===== config.mk =====
export PLATFORM = sky130hd
export DESIGN_NAME = tts_timer_set
export DESIGN_NICKNAME = d
export VERILOG_FILES = /design/src/inc/tts_pkg.sv /design/src/rtl/tts_sync.sv /design/src/rtl/tts_timer_set.sv
export SDC_FILE = /design/constraint.sdc
export NUM_CORES = 1
export LEC_CHECK = 0
export BUFFER_PORTS_ARGS = -buffer_cell sky130_fd_sc_hd__buf_2
export CORE_MARGIN = 8
export CORE_UTILIZATION = 50
export CTS_CLUSTER_DIAMETER = 30
export CTS_CLUSTER_SIZE = 12
export DETAILED_ROUTE_END_ITERATION = 12
export PLACE_DENSITY = 0.75
export SLEW_MARGIN = 20
export SYNTH_ARGS = -nofsm -noshare
export SYNTH_HDL_FRONTEND = slang
export SYNTH_HIERARCHICAL = 1
export SYNTH_SLANG_ARGS = --single-unit

===== constraint.sdc =====
create_clock -name i_clk -period 4.9 [get_ports i_clk]
set_clock_uncertainty 0.1 [all_clocks]
set_input_delay 0.245 -clock i_clk [delete_from_list [all_inputs] [get_ports i_clk]]
set_output_delay 0.245 -clock i_clk [all_outputs]
set_load 0.1 [all_outputs]

===== src/inc/tts_pkg.sv =====
// Shared constants and types for the three-channel timer set
`default_nettype none
package tts_pkg;
    localparam int          PRE_W       = 11;
    localparam int          T16_W       = 16;
    localparam int          SYNC_N      = 7;
    // Channel operating modes (2-bit encoding)
    localparam logic [1:0]  MODE_COUNT  = 2'h0;
    localparam logic [1:0]  MODE_CAP    = 2'h1;
    localparam logic [1:0]  MODE_ONE    = 2'h2;
    localparam logic [1:0]  MODE_REP    = 2'h3;
    // Timer 0 mode encodings
    localparam logic [1:0]  T0_COUNT    = 2'h0;
    localparam logic [1:0]  T0_PWM      = 2'h1;
    // Pin function select values and field positions
    localparam logic [1:0]  FSEL_OUT    = 2'h1;
    localparam logic [1:0]  FSEL_CAP    = 2'h0;
    localparam int          FSEL_T1_LSB = 4;
    localparam int          FSEL_T2_LSB = 6;
    // Clock select codes for non-prescaler sources (code 6 is the fx/2048 prescaler tap on timer 0)
    localparam logic [2:0]  CKS_6       = 3'h6;
    localparam logic [2:0]  CKS_7       = 3'h7;
    // Prescaler tap as log2 of divide ratio, indexed by clock select
    localparam logic [3:0]  T0_TAP [0:7] = '{4'h1, 4'h2, 4'h3, 4'h5, 4'h7, 4'h9, 4'hB, 4'h0};
    localparam logic [3:0]  T1_TAP [0:7] = '{4'h0, 4'h1, 4'h2, 4'h3, 4'h6, 4'hB, 4'h0, 4'h0};
    localparam logic [3:0]  T2_TAP [0:7] = '{4'h0, 4'h1, 4'h2, 4'h3, 4'h7, 4'h9, 4'h0, 4'h0};
    // Count limits and timer 0 PWM period
    localparam logic [15:0] LIM8        = 16'h00FF;
    localparam logic [15:0] LIM16       = 16'hFFFF;
    // Synchroniser lane indices
    localparam int          SY_EC0      = 0;
    localparam int          SY_EC1      = 1;
    localparam int          SY_EC2      = 2;
    localparam int          SY_CAP0     = 3;
    localparam int          SY_CAP1     = 4;
    localparam int          SY_CAP2     = 5;
    localparam int          SY_HSI      = 6;
    // Reset values
    localparam logic [15:0] COUNT_RST   = 16'h0000;
    localparam logic [PRE_W-1:0] PRE_RST = 11'h000;

    typedef struct packed {
        logic [15:0] count;
        logic        pend;
        logic        evt;
        logic        done;
        logic        out;
        logic        pwm;
        logic        irq;
        logic [15:0] cap;
    } tts_ch_t;

    localparam tts_ch_t CH_RST = '{COUNT_RST, 1'b0, 1'b0, 1'b0, 1'b0, 1'b0, 1'b0, COUNT_RST};
endpackage
`default_nettype wire


===== src/rtl/tts_sync.sv =====
// Two-flop synchroniser bank with single-pulse rising edge detect
`default_nettype none
module tts_sync #(
    parameter int WIDTH = 7
) (
    input  wire logic             i_clk,
    input  wire logic             i_sys_rst,
    input  wire logic [WIDTH-1:0] i_async,
    output logic      [WIDTH-1:0] o_rise
);
    import tts_pkg::*;

    typedef struct packed {
        logic [WIDTH-1:0] s1;
        logic [WIDTH-1:0] s2;
        logic [WIDTH-1:0] s3;
    } tts_sync_t;

    tts_sync_t st;
    tts_sync_t next_st;

    generate
        if (WIDTH < 1) begin : g_chk
            $error("tts_sync: WIDTH must be at least 1");
        end
    endgenerate

    always_comb begin
        next_st.s1 = i_async;
        next_st.s2 = st.s1;
        next_st.s3 = st.s2;
        if (i_sys_rst) begin
            next_st = '0;
        end
    end

    always_ff @(posedge i_clk) begin
        st <= next_st;
    end

    // One pulse per rising edge, only from the settled flops
    assign o_rise = st.s2 & ~st.s3;
endmodule
`default_nettype wire


===== src/rtl/tts_timer_set.sv =====
// Three-channel timer set: 8-bit timer 0, 16-bit timers 1 and 2
// Contract
// Timer 0 enabled: mode 00 counter, 01 PWM, 1X capture.
// Timer 0 clock: fx/2..fx/2048 taps or its external clock pin.
// Timer 0 capture mode latches count on each capture input event.
// Timer 0 counter mode toggles its toggle pin on each compare match.
// Timer 0 PWM mode drives waveform on its PWM pin.
// Timer 1 modes 00 counter, 01 capture, 10 one-shot, 11 repeat; pin select gates.
// Timer 1 clock: fx/1..fx/2048 taps, internal oscillator, or external pin.
// Timer 1 capture mode latches 16-bit count on each capture event.
// Timer 1 counter mode shows compare outcome on its compare pin.
// Timer 1 pulse modes drive waveform on its PWM pin.
// Timer 2 modes 00 counter, 01 capture, 10 one-shot, 11 repeat; pin select gates.
// Timer 2 clock: fx/1..fx/512 taps, external pin, or timer 1 match.
// Timer 2 capture mode latches 16-bit count on each capture event.
// Timer 2 counter mode toggles its pin on each A data match.
// Timer 2 pulse modes drive waveform on its PWM pin.
// Match request flag stays set until acknowledged, then clears.
// In stop state timers halt except those on an external clock.
// Disabled timer holds counter at zero, restarts from zero on enable.
// Counter clears the cycle after match and raises request then.
// External inputs synchronised; one count or capture per edge.
`default_nettype none
module tts_timer_set (
    input  wire logic                       i_clk,
    input  wire logic                       i_sys_rst,
    input  wire logic                       i_stop_mode,
    input  wire logic                       i_timer0_enable,
    input  wire logic [1:0]                 i_timer0_mode_select,
    input  wire logic [2:0]                 i_timer0_clock_select,
    input  wire logic [7:0]                 i_timer0_compare_data,
    input  wire logic                       i_timer0_ext_clock,
    input  wire logic                       i_timer0_capture_input,
    input  wire logic                       i_timer1_enable,
    input  wire logic [1:0]                 i_timer1_mode_select,
    input  wire logic [2:0]                 i_timer1_clock_select,
    input  wire logic [tts_pkg::T16_W-1:0]  i_timer1_a_data,
    input  wire logic [tts_pkg::T16_W-1:0]  i_timer1_b_data,
    input  wire logic                       i_timer1_ext_clock,
    input  wire logic                       i_timer1_capture_input,
    input  wire logic                       i_timer2_enable,
    input  wire logic [1:0]                 i_timer2_mode_select,
    input  wire logic [2:0]                 i_timer2_clock_select,
    input  wire logic [tts_pkg::T16_W-1:0]  i_timer2_a_data,
    input  wire logic [tts_pkg::T16_W-1:0]  i_timer2_b_data,
    input  wire logic                       i_timer2_ext_clock,
    input  wire logic                       i_timer2_capture_input,
    input  wire logic [7:0]                 i_port1_function_select_low,
    input  wire logic                       i_high_speed_internal_osc,
    input  wire logic [2:0]                 i_irq_ack,
    output logic      [7:0]                 o_timer0_count,
    output logic      [7:0]                 o_timer0_capture_data,
    output logic                            o_timer0_toggle_out,
    output logic                            o_timer0_pwm_out,
    output logic      [tts_pkg::T16_W-1:0]  o_timer1_count,
    output logic      [tts_pkg::T16_W-1:0]  o_timer1_capture_data,
    output logic                            o_timer1_compare_out,
    output logic                            o_timer1_pwm_out,
    output logic      [tts_pkg::T16_W-1:0]  o_timer2_count,
    output logic      [tts_pkg::T16_W-1:0]  o_timer2_capture_data,
    output logic                            o_timer2_toggle_out,
    output logic                            o_timer2_pwm_out,
    output logic      [2:0]                 o_match_irq
);
    import tts_pkg::*;

    typedef struct packed {
        logic [PRE_W-1:0] pre;
        tts_ch_t          t0;
        tts_ch_t          t1;
        tts_ch_t          t2;
    } tts_state_t;

    tts_state_t        st;
    tts_state_t        next_st;
    logic [SYNC_N-1:0] rise;
    logic              t0_tick;
    logic              t1_tick;
    logic              t2_tick;
    logic              t0_run;
    logic              t1_run;
    logic              t2_run;
    logic [1:0]        t0_mode;
    logic [15:0]       t0_per;
    logic [15:0]       t0_duty;
    logic [1:0]        t1_fs;
    logic [1:0]        t2_fs;

    // True when the prescaler sits on the last count of a 2**l2 division
    function automatic logic tap_hit(input logic [PRE_W-1:0] pre, input logic [3:0] l2);
        logic [PRE_W-1:0] mask;
        mask = PRE_W'((12'h001 << l2) - 12'h001);
        return (pre & mask) == mask;
    endfunction

    // Pin function select must suit the mode for a 16-bit timer to run
    function automatic logic fs_ok(input logic [1:0] mode, input logic [1:0] fs);
        return (mode == MODE_CAP) ? (fs == FSEL_CAP) : (fs == FSEL_OUT);
    endfunction

    // One cycle of a channel: count, match, capture, pulse and request flag
    function automatic tts_ch_t step(input tts_ch_t     c,
                                     input logic        run,
                                     input logic        tick,
                                     input logic [1:0]  mode,
                                     input logic [15:0] per,
                                     input logic [15:0] duty,
                                     input logic [15:0] lim,
                                     input logic        cap,
                                     input logic        ack);
        tts_ch_t n;
        n = c;
        n.evt = 1'b0;
        if (!run) begin
            n.count = COUNT_RST;
            n.pend = 1'b0;
            n.done = 1'b0;
            n.out = 1'b0;
            n.pwm = 1'b0;
        end else begin
            if (c.pend) begin
                n.count = COUNT_RST;
                n.pend = 1'b0;
                n.evt = 1'b1;
                n.done = (mode == MODE_ONE);
            end else if (tick && !c.done) begin
                if (mode == MODE_CAP) begin
                    n.count = (c.count == lim) ? COUNT_RST : 16'(c.count + 16'h0001);
                end else if (c.count == per) begin
                    n.pend = 1'b1;
                    n.out = (mode == MODE_COUNT) ? ~c.out : c.out;
                end else begin
                    n.count = 16'(c.count + 16'h0001);
                end
            end
            if (cap && mode == MODE_CAP) begin
                n.cap = c.count;
            end
            n.pwm = mode[1] && !n.done && (n.count < duty);
        end
        // Set wins over acknowledge in the same cycle
        n.irq = n.evt | (c.irq & ~ack);
        return n;
    endfunction

    // Taps reach 2**11 and the synchroniser carries seven lanes
    generate
        if (PRE_W < 11 || SYNC_N < 7) begin : g_chk
            $error("tts_timer_set: prescaler or synchroniser too narrow");
        end
    endgenerate

    tts_sync #(
        .WIDTH (SYNC_N)
    ) u_sync (
        .i_clk     (i_clk),
        .i_sys_rst (i_sys_rst),
        .i_async   ({i_high_speed_internal_osc, i_timer2_capture_input,
                     i_timer1_capture_input, i_timer0_capture_input,
                     i_timer2_ext_clock, i_timer1_ext_clock, i_timer0_ext_clock}),
        .o_rise    (rise)
    );

    // Prescaler taps stop in the stop state; external pins keep counting
    assign t0_tick = (i_timer0_clock_select == CKS_7) ? rise[SY_EC0]
                   : (!i_stop_mode && tap_hit(st.pre, T0_TAP[i_timer0_clock_select]));
    assign t1_tick = (i_timer1_clock_select == CKS_7) ? rise[SY_EC1]
                   : (i_timer1_clock_select == CKS_6) ? (!i_stop_mode && rise[SY_HSI])
                   : (!i_stop_mode && tap_hit(st.pre, T1_TAP[i_timer1_clock_select]));
    assign t2_tick = (i_timer2_clock_select == CKS_7) ? st.t1.evt
                   : (i_timer2_clock_select == CKS_6) ? rise[SY_EC2]
                   : (!i_stop_mode && tap_hit(st.pre, T2_TAP[i_timer2_clock_select]));

    // Timer 0 mapped onto channel modes: PWM repeats over a 256-count period
    assign t0_mode = i_timer0_mode_select[1] ? MODE_CAP
                   : (i_timer0_mode_select == T0_PWM) ? MODE_REP : MODE_COUNT;
    assign t0_per  = (t0_mode == MODE_REP) ? LIM8 : {8'h00, i_timer0_compare_data};
    assign t0_duty = {8'h00, i_timer0_compare_data};
    assign t0_run  = i_timer0_enable;
    assign t1_fs   = i_port1_function_select_low[FSEL_T1_LSB +: 2];
    assign t2_fs   = i_port1_function_select_low[FSEL_T2_LSB +: 2];
    assign t1_run  = i_timer1_enable && fs_ok(i_timer1_mode_select, t1_fs);
    assign t2_run  = i_timer2_enable && fs_ok(i_timer2_mode_select, t2_fs);

    always_comb begin
        next_st = st;
        next_st.pre = i_stop_mode ? st.pre : PRE_W'(st.pre + 11'h001);
        next_st.t0 = step(st.t0, t0_run, t0_tick, t0_mode, t0_per, t0_duty, LIM8,
                          rise[SY_CAP0], i_irq_ack[0]);
        next_st.t1 = step(st.t1, t1_run, t1_tick, i_timer1_mode_select, i_timer1_a_data,
                          i_timer1_b_data, LIM16, rise[SY_CAP1], i_irq_ack[1]);
        next_st.t2 = step(st.t2, t2_run, t2_tick, i_timer2_mode_select, i_timer2_a_data,
                          i_timer2_b_data, LIM16, rise[SY_CAP2], i_irq_ack[2]);
        if (i_sys_rst) begin
            next_st = '{PRE_RST, CH_RST, CH_RST, CH_RST};
        end
    end

    always_ff @(posedge i_clk) begin
        st <= next_st;
    end

    assign o_timer0_count        = st.t0.count[7:0];
    assign o_timer0_capture_data = st.t0.cap[7:0];
    assign o_timer0_toggle_out   = st.t0.out;
    assign o_timer0_pwm_out      = st.t0.pwm;
    assign o_timer1_count        = st.t1.count;
    assign o_timer1_capture_data = st.t1.cap;
    assign o_timer1_compare_out  = st.t1.out;
    assign o_timer1_pwm_out      = st.t1.pwm;
    assign o_timer2_count        = st.t2.count;
    assign o_timer2_capture_data = st.t2.cap;
    assign o_timer2_toggle_out   = st.t2.out;
    assign o_timer2_pwm_out      = st.t2.pwm;
    assign o_match_irq           = {st.t2.irq, st.t1.irq, st.t0.irq};
endmodule
`default_nettype wire

* After elaboration in Yosys (flattened, before gate mapping) *
Memory sizes are Yosys's and may differ from the RTL's.
Cells that the tools add are included.

storage, ports and cells
  register bits after elaboration = 136
  memory bits (read-only) = 96
  input port bits = 111
  memories = 3

cells by class
  add/sub/neg operators = 7
  $lt $le $gt $ge = 6
  equal/unequal tests = 24
  shifts and indexed selects = 3
  mux-type cells = 49
  bitwise operators = 29
  reduce and logical (&&, ||, !) cells = 39

memory list
  memory           words  width  rd ports  clocked after Yosys merged registers in  write ports  line                  RTL
  (no name shown)  8      4      1         0                                        0            tts_timer_set.sv:172  : (!i_stop_mode && tap_hit(st.pre, T2_TAP[i_timer2_clock_select]));
  (no name shown)  8      4      1         0                                        0            tts_timer_set.sv:169  : (!i_stop_mode && tap_hit(st.pre, T1_TAP[i_timer1_clock_select]));
  (no name shown)  8      4      1         0                                        0            tts_timer_set.sv:166  : (!i_stop_mode && tap_hit(st.pre, T0_TAP[i_timer0_clock_select]));

operator list
  cell                                                                    count
  17-bit 2-to-1 mux                                                       9
  16-bit 2-to-1 mux                                                       9
  16-bit by 1-bit adder with 16-bit output, second input constant         3
  11-bit AND                                                              3
  11-bit equality test                                                    3
  1-bit by 4-bit << shifter with 11-bit output, first input constant      3
  11-bit by 1-bit subtractor with 11-bit output, second input constant    3
  16-bit equality test                                                    2
  16-bit equality test, second input constant                             2
  16-bit less-than comparator                                             2
  4-bit 2-to-1 mux                                                        6
  1-bit logical AND                                                       18
  16-bit by 8-bit equality test with 1-bit output                         1
  16-bit by 8-bit equality test with 1-bit output, second input constant  1
  16-bit by 8-bit less-than comparator with 1-bit output                  1
  1-bit 2-to-1 mux                                                        16
  2-bit 2-to-1 mux                                                        8
  3-bit equality test, second input constant                              5
  1-bit inverter                                                          15
  5-bit AND reduction                                                     3
  2-bit by 1-bit equality test with 1-bit output, second input constant   6
  4-bit greater-or-equal comparator, second input constant                3
  3-bit inverter with 4-bit output                                        3
  11-bit by 1-bit adder with 11-bit output, second input constant         1
  10 further kinds                                                        31

* Depth between registers and ports, before layout *
  depth in word-level cells = 17
  depth in mapped cells = 21
  mapped depth without buffers = 20

* Cells and area by module *
Netlist, hierarchy kept.

by module, submodules not included
  module         times used  cells an instance  area an instance (um2)  sequential area each (um2)
  tts_timer_set  1           1028               8217.9                  2302.2
  tts_sync       1           51                 668.1                   420.4

* Worst setup path after synthesis *
Ideal clock, no wire load.

  path kind = input port to flip-flop
  start = input port i_timer0_clock_select[1]
  end = register st, in the netlist o_timer0_pwm_out
  arrival = 4.113 ns
  path slack = 0.599 ns
  cell stages on the path = 20
  path through = inv_1 ha_1 buf_4 or3b_1 nand2_1 nand2_1 ha_1 o21ai_0 nor4_1 o211ai_1 or4_4 o21ai_2 a21o_2 clkbuf_8 nor2_1 ha_1 a211oi_1 a221o_2 a31oi_1 nor4_2

on the way
  word-level cells in the longest chain between the ends = 16
  elaborated cells on any way between the ends = 17

ends and longest elaborated chain
  item                                                        line                  RTL
  start, declared                                             tts_timer_set.sv:30   input wire logic [2:0] i_timer0_clock_select,
  3-bit inverter with 4-bit output (implied by the code)      tts_timer_set.sv:166
  memory read 8 x 4 bit                                       --
  4-bit 2-to-1 mux (implied by the code) (2 in a row)         tts_timer_set.sv:166
  1-bit by 4-bit << shifter with 11-bit output                tts_timer_set.sv:92   mask = PRE_W'((12'h001 << l2) - 12'h001);
  11-bit by 1-bit subtractor with 11-bit output               tts_timer_set.sv:92
  11-bit AND                                                  tts_timer_set.sv:93   return (pre & mask) == mask;
  11-bit equality test                                        tts_timer_set.sv:93
  1-bit logical AND                                           tts_timer_set.sv:166
  1-bit 2-to-1 mux (*)                                        tts_timer_set.sv:165  assign t0_tick = (i_timer0_clock_select == CKS_7) ? rise[SY_EC0]
  1-bit logical AND (*)                                       tts_timer_set.sv:126  end else if (tick && !c.done) begin
  17-bit 2-to-1 mux (*)                                       tts_timer_set.sv:126
  17-bit 2-to-1 mux (*)                                       tts_timer_set.sv:121  if (c.pend) begin
  17-bit 2-to-1 mux (*)                                       tts_timer_set.sv:114  if (!run) begin
  16-bit by 8-bit less-than comparator with 1-bit output (*)  tts_timer_set.sv:139  n.pwm = mode[1] && !n.done && (n.count < duty);
  1-bit logical AND (*)                                       tts_timer_set.sv:139
  end signal, assigned                                        tts_timer_set.sv:200  st <= next_st;
  end, declared                                               tts_timer_set.sv:74   tts_state_t st;

Mark *: on every way between the ends. The rest lies on a longest branch, timed or not. The select of a mux whose other input is x is not followed.
A chain may end at the register's enable or synchronous reset.

* Worst setup path after layout *
  start = input port i_timer0_clock_select[0]
  end = register st, in the netlist o_timer0_pwm_out

Same word-level chain as after synthesis.

==> flow_summary.json <==
{
  "crit_path_max_incr_delay_ps": 440,
  "timing.final.ws_setup_ps": 534.6,
  "cp-start-kind": "input port",
  "post_cts_resized": 0,
  "max_slew_margin_pct": 35.23,
  "post_cts.repair.setup_buffers": 0,
  "power.total_mw": 2.772,
  "cts_hold_buf": 10,
  "post-route-util_pct": 58.66,
  "avgViaCountPerCell": 5.376,
  "rows": 48,
  "worstPathArrival_ps": 4590,
  "synthArstFlopShare_pct": 0,
  "core_area_sq_um": 17360,
  "syn_to_final_growth_pct": 14.57,
  "p_leak_nw": 4.859,
  "grt_max_degree": 53,
  "setup_viol": 0,
  "crit_buf_inv": 2,
  "placed_area_sq_um": 9423,
  "use_met3_pct": 3.944,
  "clkTransAtPathRegs_ps": 60,
  "finalSetupTns_ps": 0,
  "dp_cells": 1390,
  "pre_cts_slack_ps": 140.3,
  "synth_enable_flop_cells": 0,
  "hp-class": "in -> reg",
  "most-common-layout-cells": "buf_2 (194), nor2_1 (147), dfxtp_1 (136)",
  "nets": 1355,
  "grt_busiest_layer": "met2",
  "antenna_found_initial": 0,
  "drtAntennaViolNets": 0,
  "drv_slew": 0,
  "drt_iter0_drc": 555,
  "synth_ff_type": "dfxtp_1",
  "stdcell_area_sq_um": 10180,
  "crit_family": "simple AND/OR/NAND/NOR gates",
  "wl_per_cell_um": 15.83,
  "dieArea_sq_um": 22290,
  "grt_pass1_vias": 7379,
  "crit_cells": 20,
  "syn-num-nets": 1240,
  "min_delay_path_depth": 3,
  "cts_tree": "done",
  "syn_area_sq_um": 8886,
  "cts_buffer_depth": 2,
  "grt_pass1_wl_mm": 36.83,
  "synth_warnings": 6,
  "crit_chain": "buf_2 > inv_1 > ha_1 > or3_1 > nand2_1 > nand2_1 > ha_1 > o21ai_0 > nor4_1 > o211ai_1 > nor4_1 > a21oi_1 > nor3_1 > xnor2_1 > nor2_1 > ha_1 > a211oi_1 > a221o_2 > a31oi_1 > nor4_2",
  "io_pins": 200,
  "globalRouteOverflowTotal": 0,
  "avgSynthCellArea_sq_um": 8.235,
  "worst_slew_pin_slew_ps": 969.2,
  "power_per_cell_area_nw_per_um2": 272.3,
  "die_h_um": 149.3,
  "critical_path_class": "in -> reg",
  "cts-root-buf": "clkbuf_16",
  "antenna-diode-count": 0,
  "status": "finished clean",
  "cts_buffers": 17,
  "io_buffers": 195,
  "dp_hpwl_mm": 17.67,
  "period_share_pct": 89.09,
  "rsz0062_at_grt": "no",
  "finalHoldWorstSlack_ps": 22.88,
  "final_common_cell": "buf_2",
  "crit_top_cell": "ha_1",
  "use_met2_pct": 33.51,
  "critPathCaptureType": "flop",
  "ir_drop_uv": 229.5,
  "drive_above_1_share_pct": 24.44,
  "worstRegToRegCells": 15,
  "routed_wl_mm": 22.66,
  "yosysSeqAreaShare_pct": 30.64,
  "synth_cell_types": 79,
  "initial_core_util_pct": 51.20,
  "hold_violations": 0,
  "syn_inst": 1079,
  "grt_use_total_pct": 20.20,
  "crit_required_ps": 5130,
  "ys_ff_latch": 136,
  "clock_sinks": 136,
  "use_met1_pct": 25.27,
  "clkLatencyLatePin_ps": 420,
  "final_cells": 1432,
  "die_x_um": 149.3,
  "min_period_ps": 4365,
  "drt_pass1_iterations": 5,
  "fmax_mhz": 229.1,
  "vias": 7698,
  "place_congestion": 0.8714,
  "drc_errors": 0,
  "htreeDepth": 4,
  "cpMaxStageDelayCell": "or3_1",
  "maxCapViolations": 0,
  "nFillCells": 1576,
  "crit_fanout": 11
}
final timing paths:
kind,startpoint,slack (ps),to
max,i_timer0_clock_select[0],530,o_timer0_pwm_out
min,i_timer0_enable,20,o_match_irq[0]
max reg2reg,st[109],640,o_timer0_pwm_out
min reg2reg,u_sync/st[18],340,u_sync/st[11]
Yosys cell counts, types with 3 or more instances:
library cell	instances	area share, %
nor3b_1	8	0.68
or2_2	4	0.28
and2_1	3	0.21
a31oi_1	4	0.28
buf_4	86	7.3
and4_1	7	0.69
nand2b_1	12	0.84
nand3b_1	7	0.59
nand2_1	53	2.2
buf_6	4	0.51
xor2_1	55	5.4
o2111ai_1	6	0.59
mux2i_1	43	4.8
nor3_1	53	3.0
a211oi_1	9	0.76
nor4_1	8	0.56
dfxtp_1	136	31
or3_1	9	0.63
xnor2_1	33	3.3
o22ai_1	4	0.28
nor2b_1	25	1.8
or4_1	4	0.34
nor4bb_1	3	0.34
and3_1	6	0.42
nor2_1	147	6.2
o21ai_0	32	1.8
a32oi_1	3	0.30
ha_1	50	7.0
a21o_2	3	0.30
a21o_1	7	0.59
nand3_1	25	1.4
o32ai_1	3	0.30
a21oi_1	34	1.9
nand4_1	22	1.5
clkbuf_1	28	1.2
o31ai_1	3	0.25
nor2b_2	20	2.0
inv_1	65	2.7
buf_1	4	0.17
registers in the layout, indices dropped and copies added, names as in the netlist:
signal                 count
u_sync/st                 21
o_timer0_capture_data      8
o_timer1_pwm_out           1
o_timer2_toggle_out        1
o_timer0_count             8
st                        26
o_timer2_capture_data     16
o_timer1_count            16
o_timer0_toggle_out        1
o_timer2_pwm_out           1
o_match_irq                3
o_timer1_capture_data     16
o_timer0_pwm_out           1
o_timer2_count            16
o_timer1_compare_out       1
metal layers:
| layer | vias up | share of wire [%] |
|---|---|---|
| li1 | 3859 | - |
| met1 | 3582 | 44 |
| met2 | 219 | 49 |
| met3 | 38 | 5.1 |
| met4 | 0 | 2.1 |
| met5 | - | 0 |
final cells by class:
type                       instances  area, sq um  share of cell area (%)
multi-input combinational        753         5076                   49.86
inverter                          65        244.0                   2.396
clock inverter                    10        163.9                   1.610
timing repair buffer             221         1199                   11.77
tap                              225        281.5                   2.765
clock buffer                      22        494.2                   4.854
sequential                       136         2723                   26.74
tightest hold or removal path, stage by stage:
cell	delay, ps
buf_2	120
nand2_1	60
a21oi_1	60
cells by family after synthesis:
kind of cell	count (synthesis)	share of synthesized area [%]
AOI/OAI and AO/OA	135	10.45
DFF	136	30.64
xor gates and xnor gates	88	8.674
and+or+nand+nor	435	25.87
buffers and inverters	190	12.24
adders and majority gates	50	7.040
muxes	45	5.097
power by group:
group	total (mW)	internal (mW)	switching [mW]
Combinational	0.254	0.115	0.139
Sequential	1.12	1.12	0.00603
Clock	1.40	0.920	0.476
No activity file was read; power rests on OpenSTA's default activity.
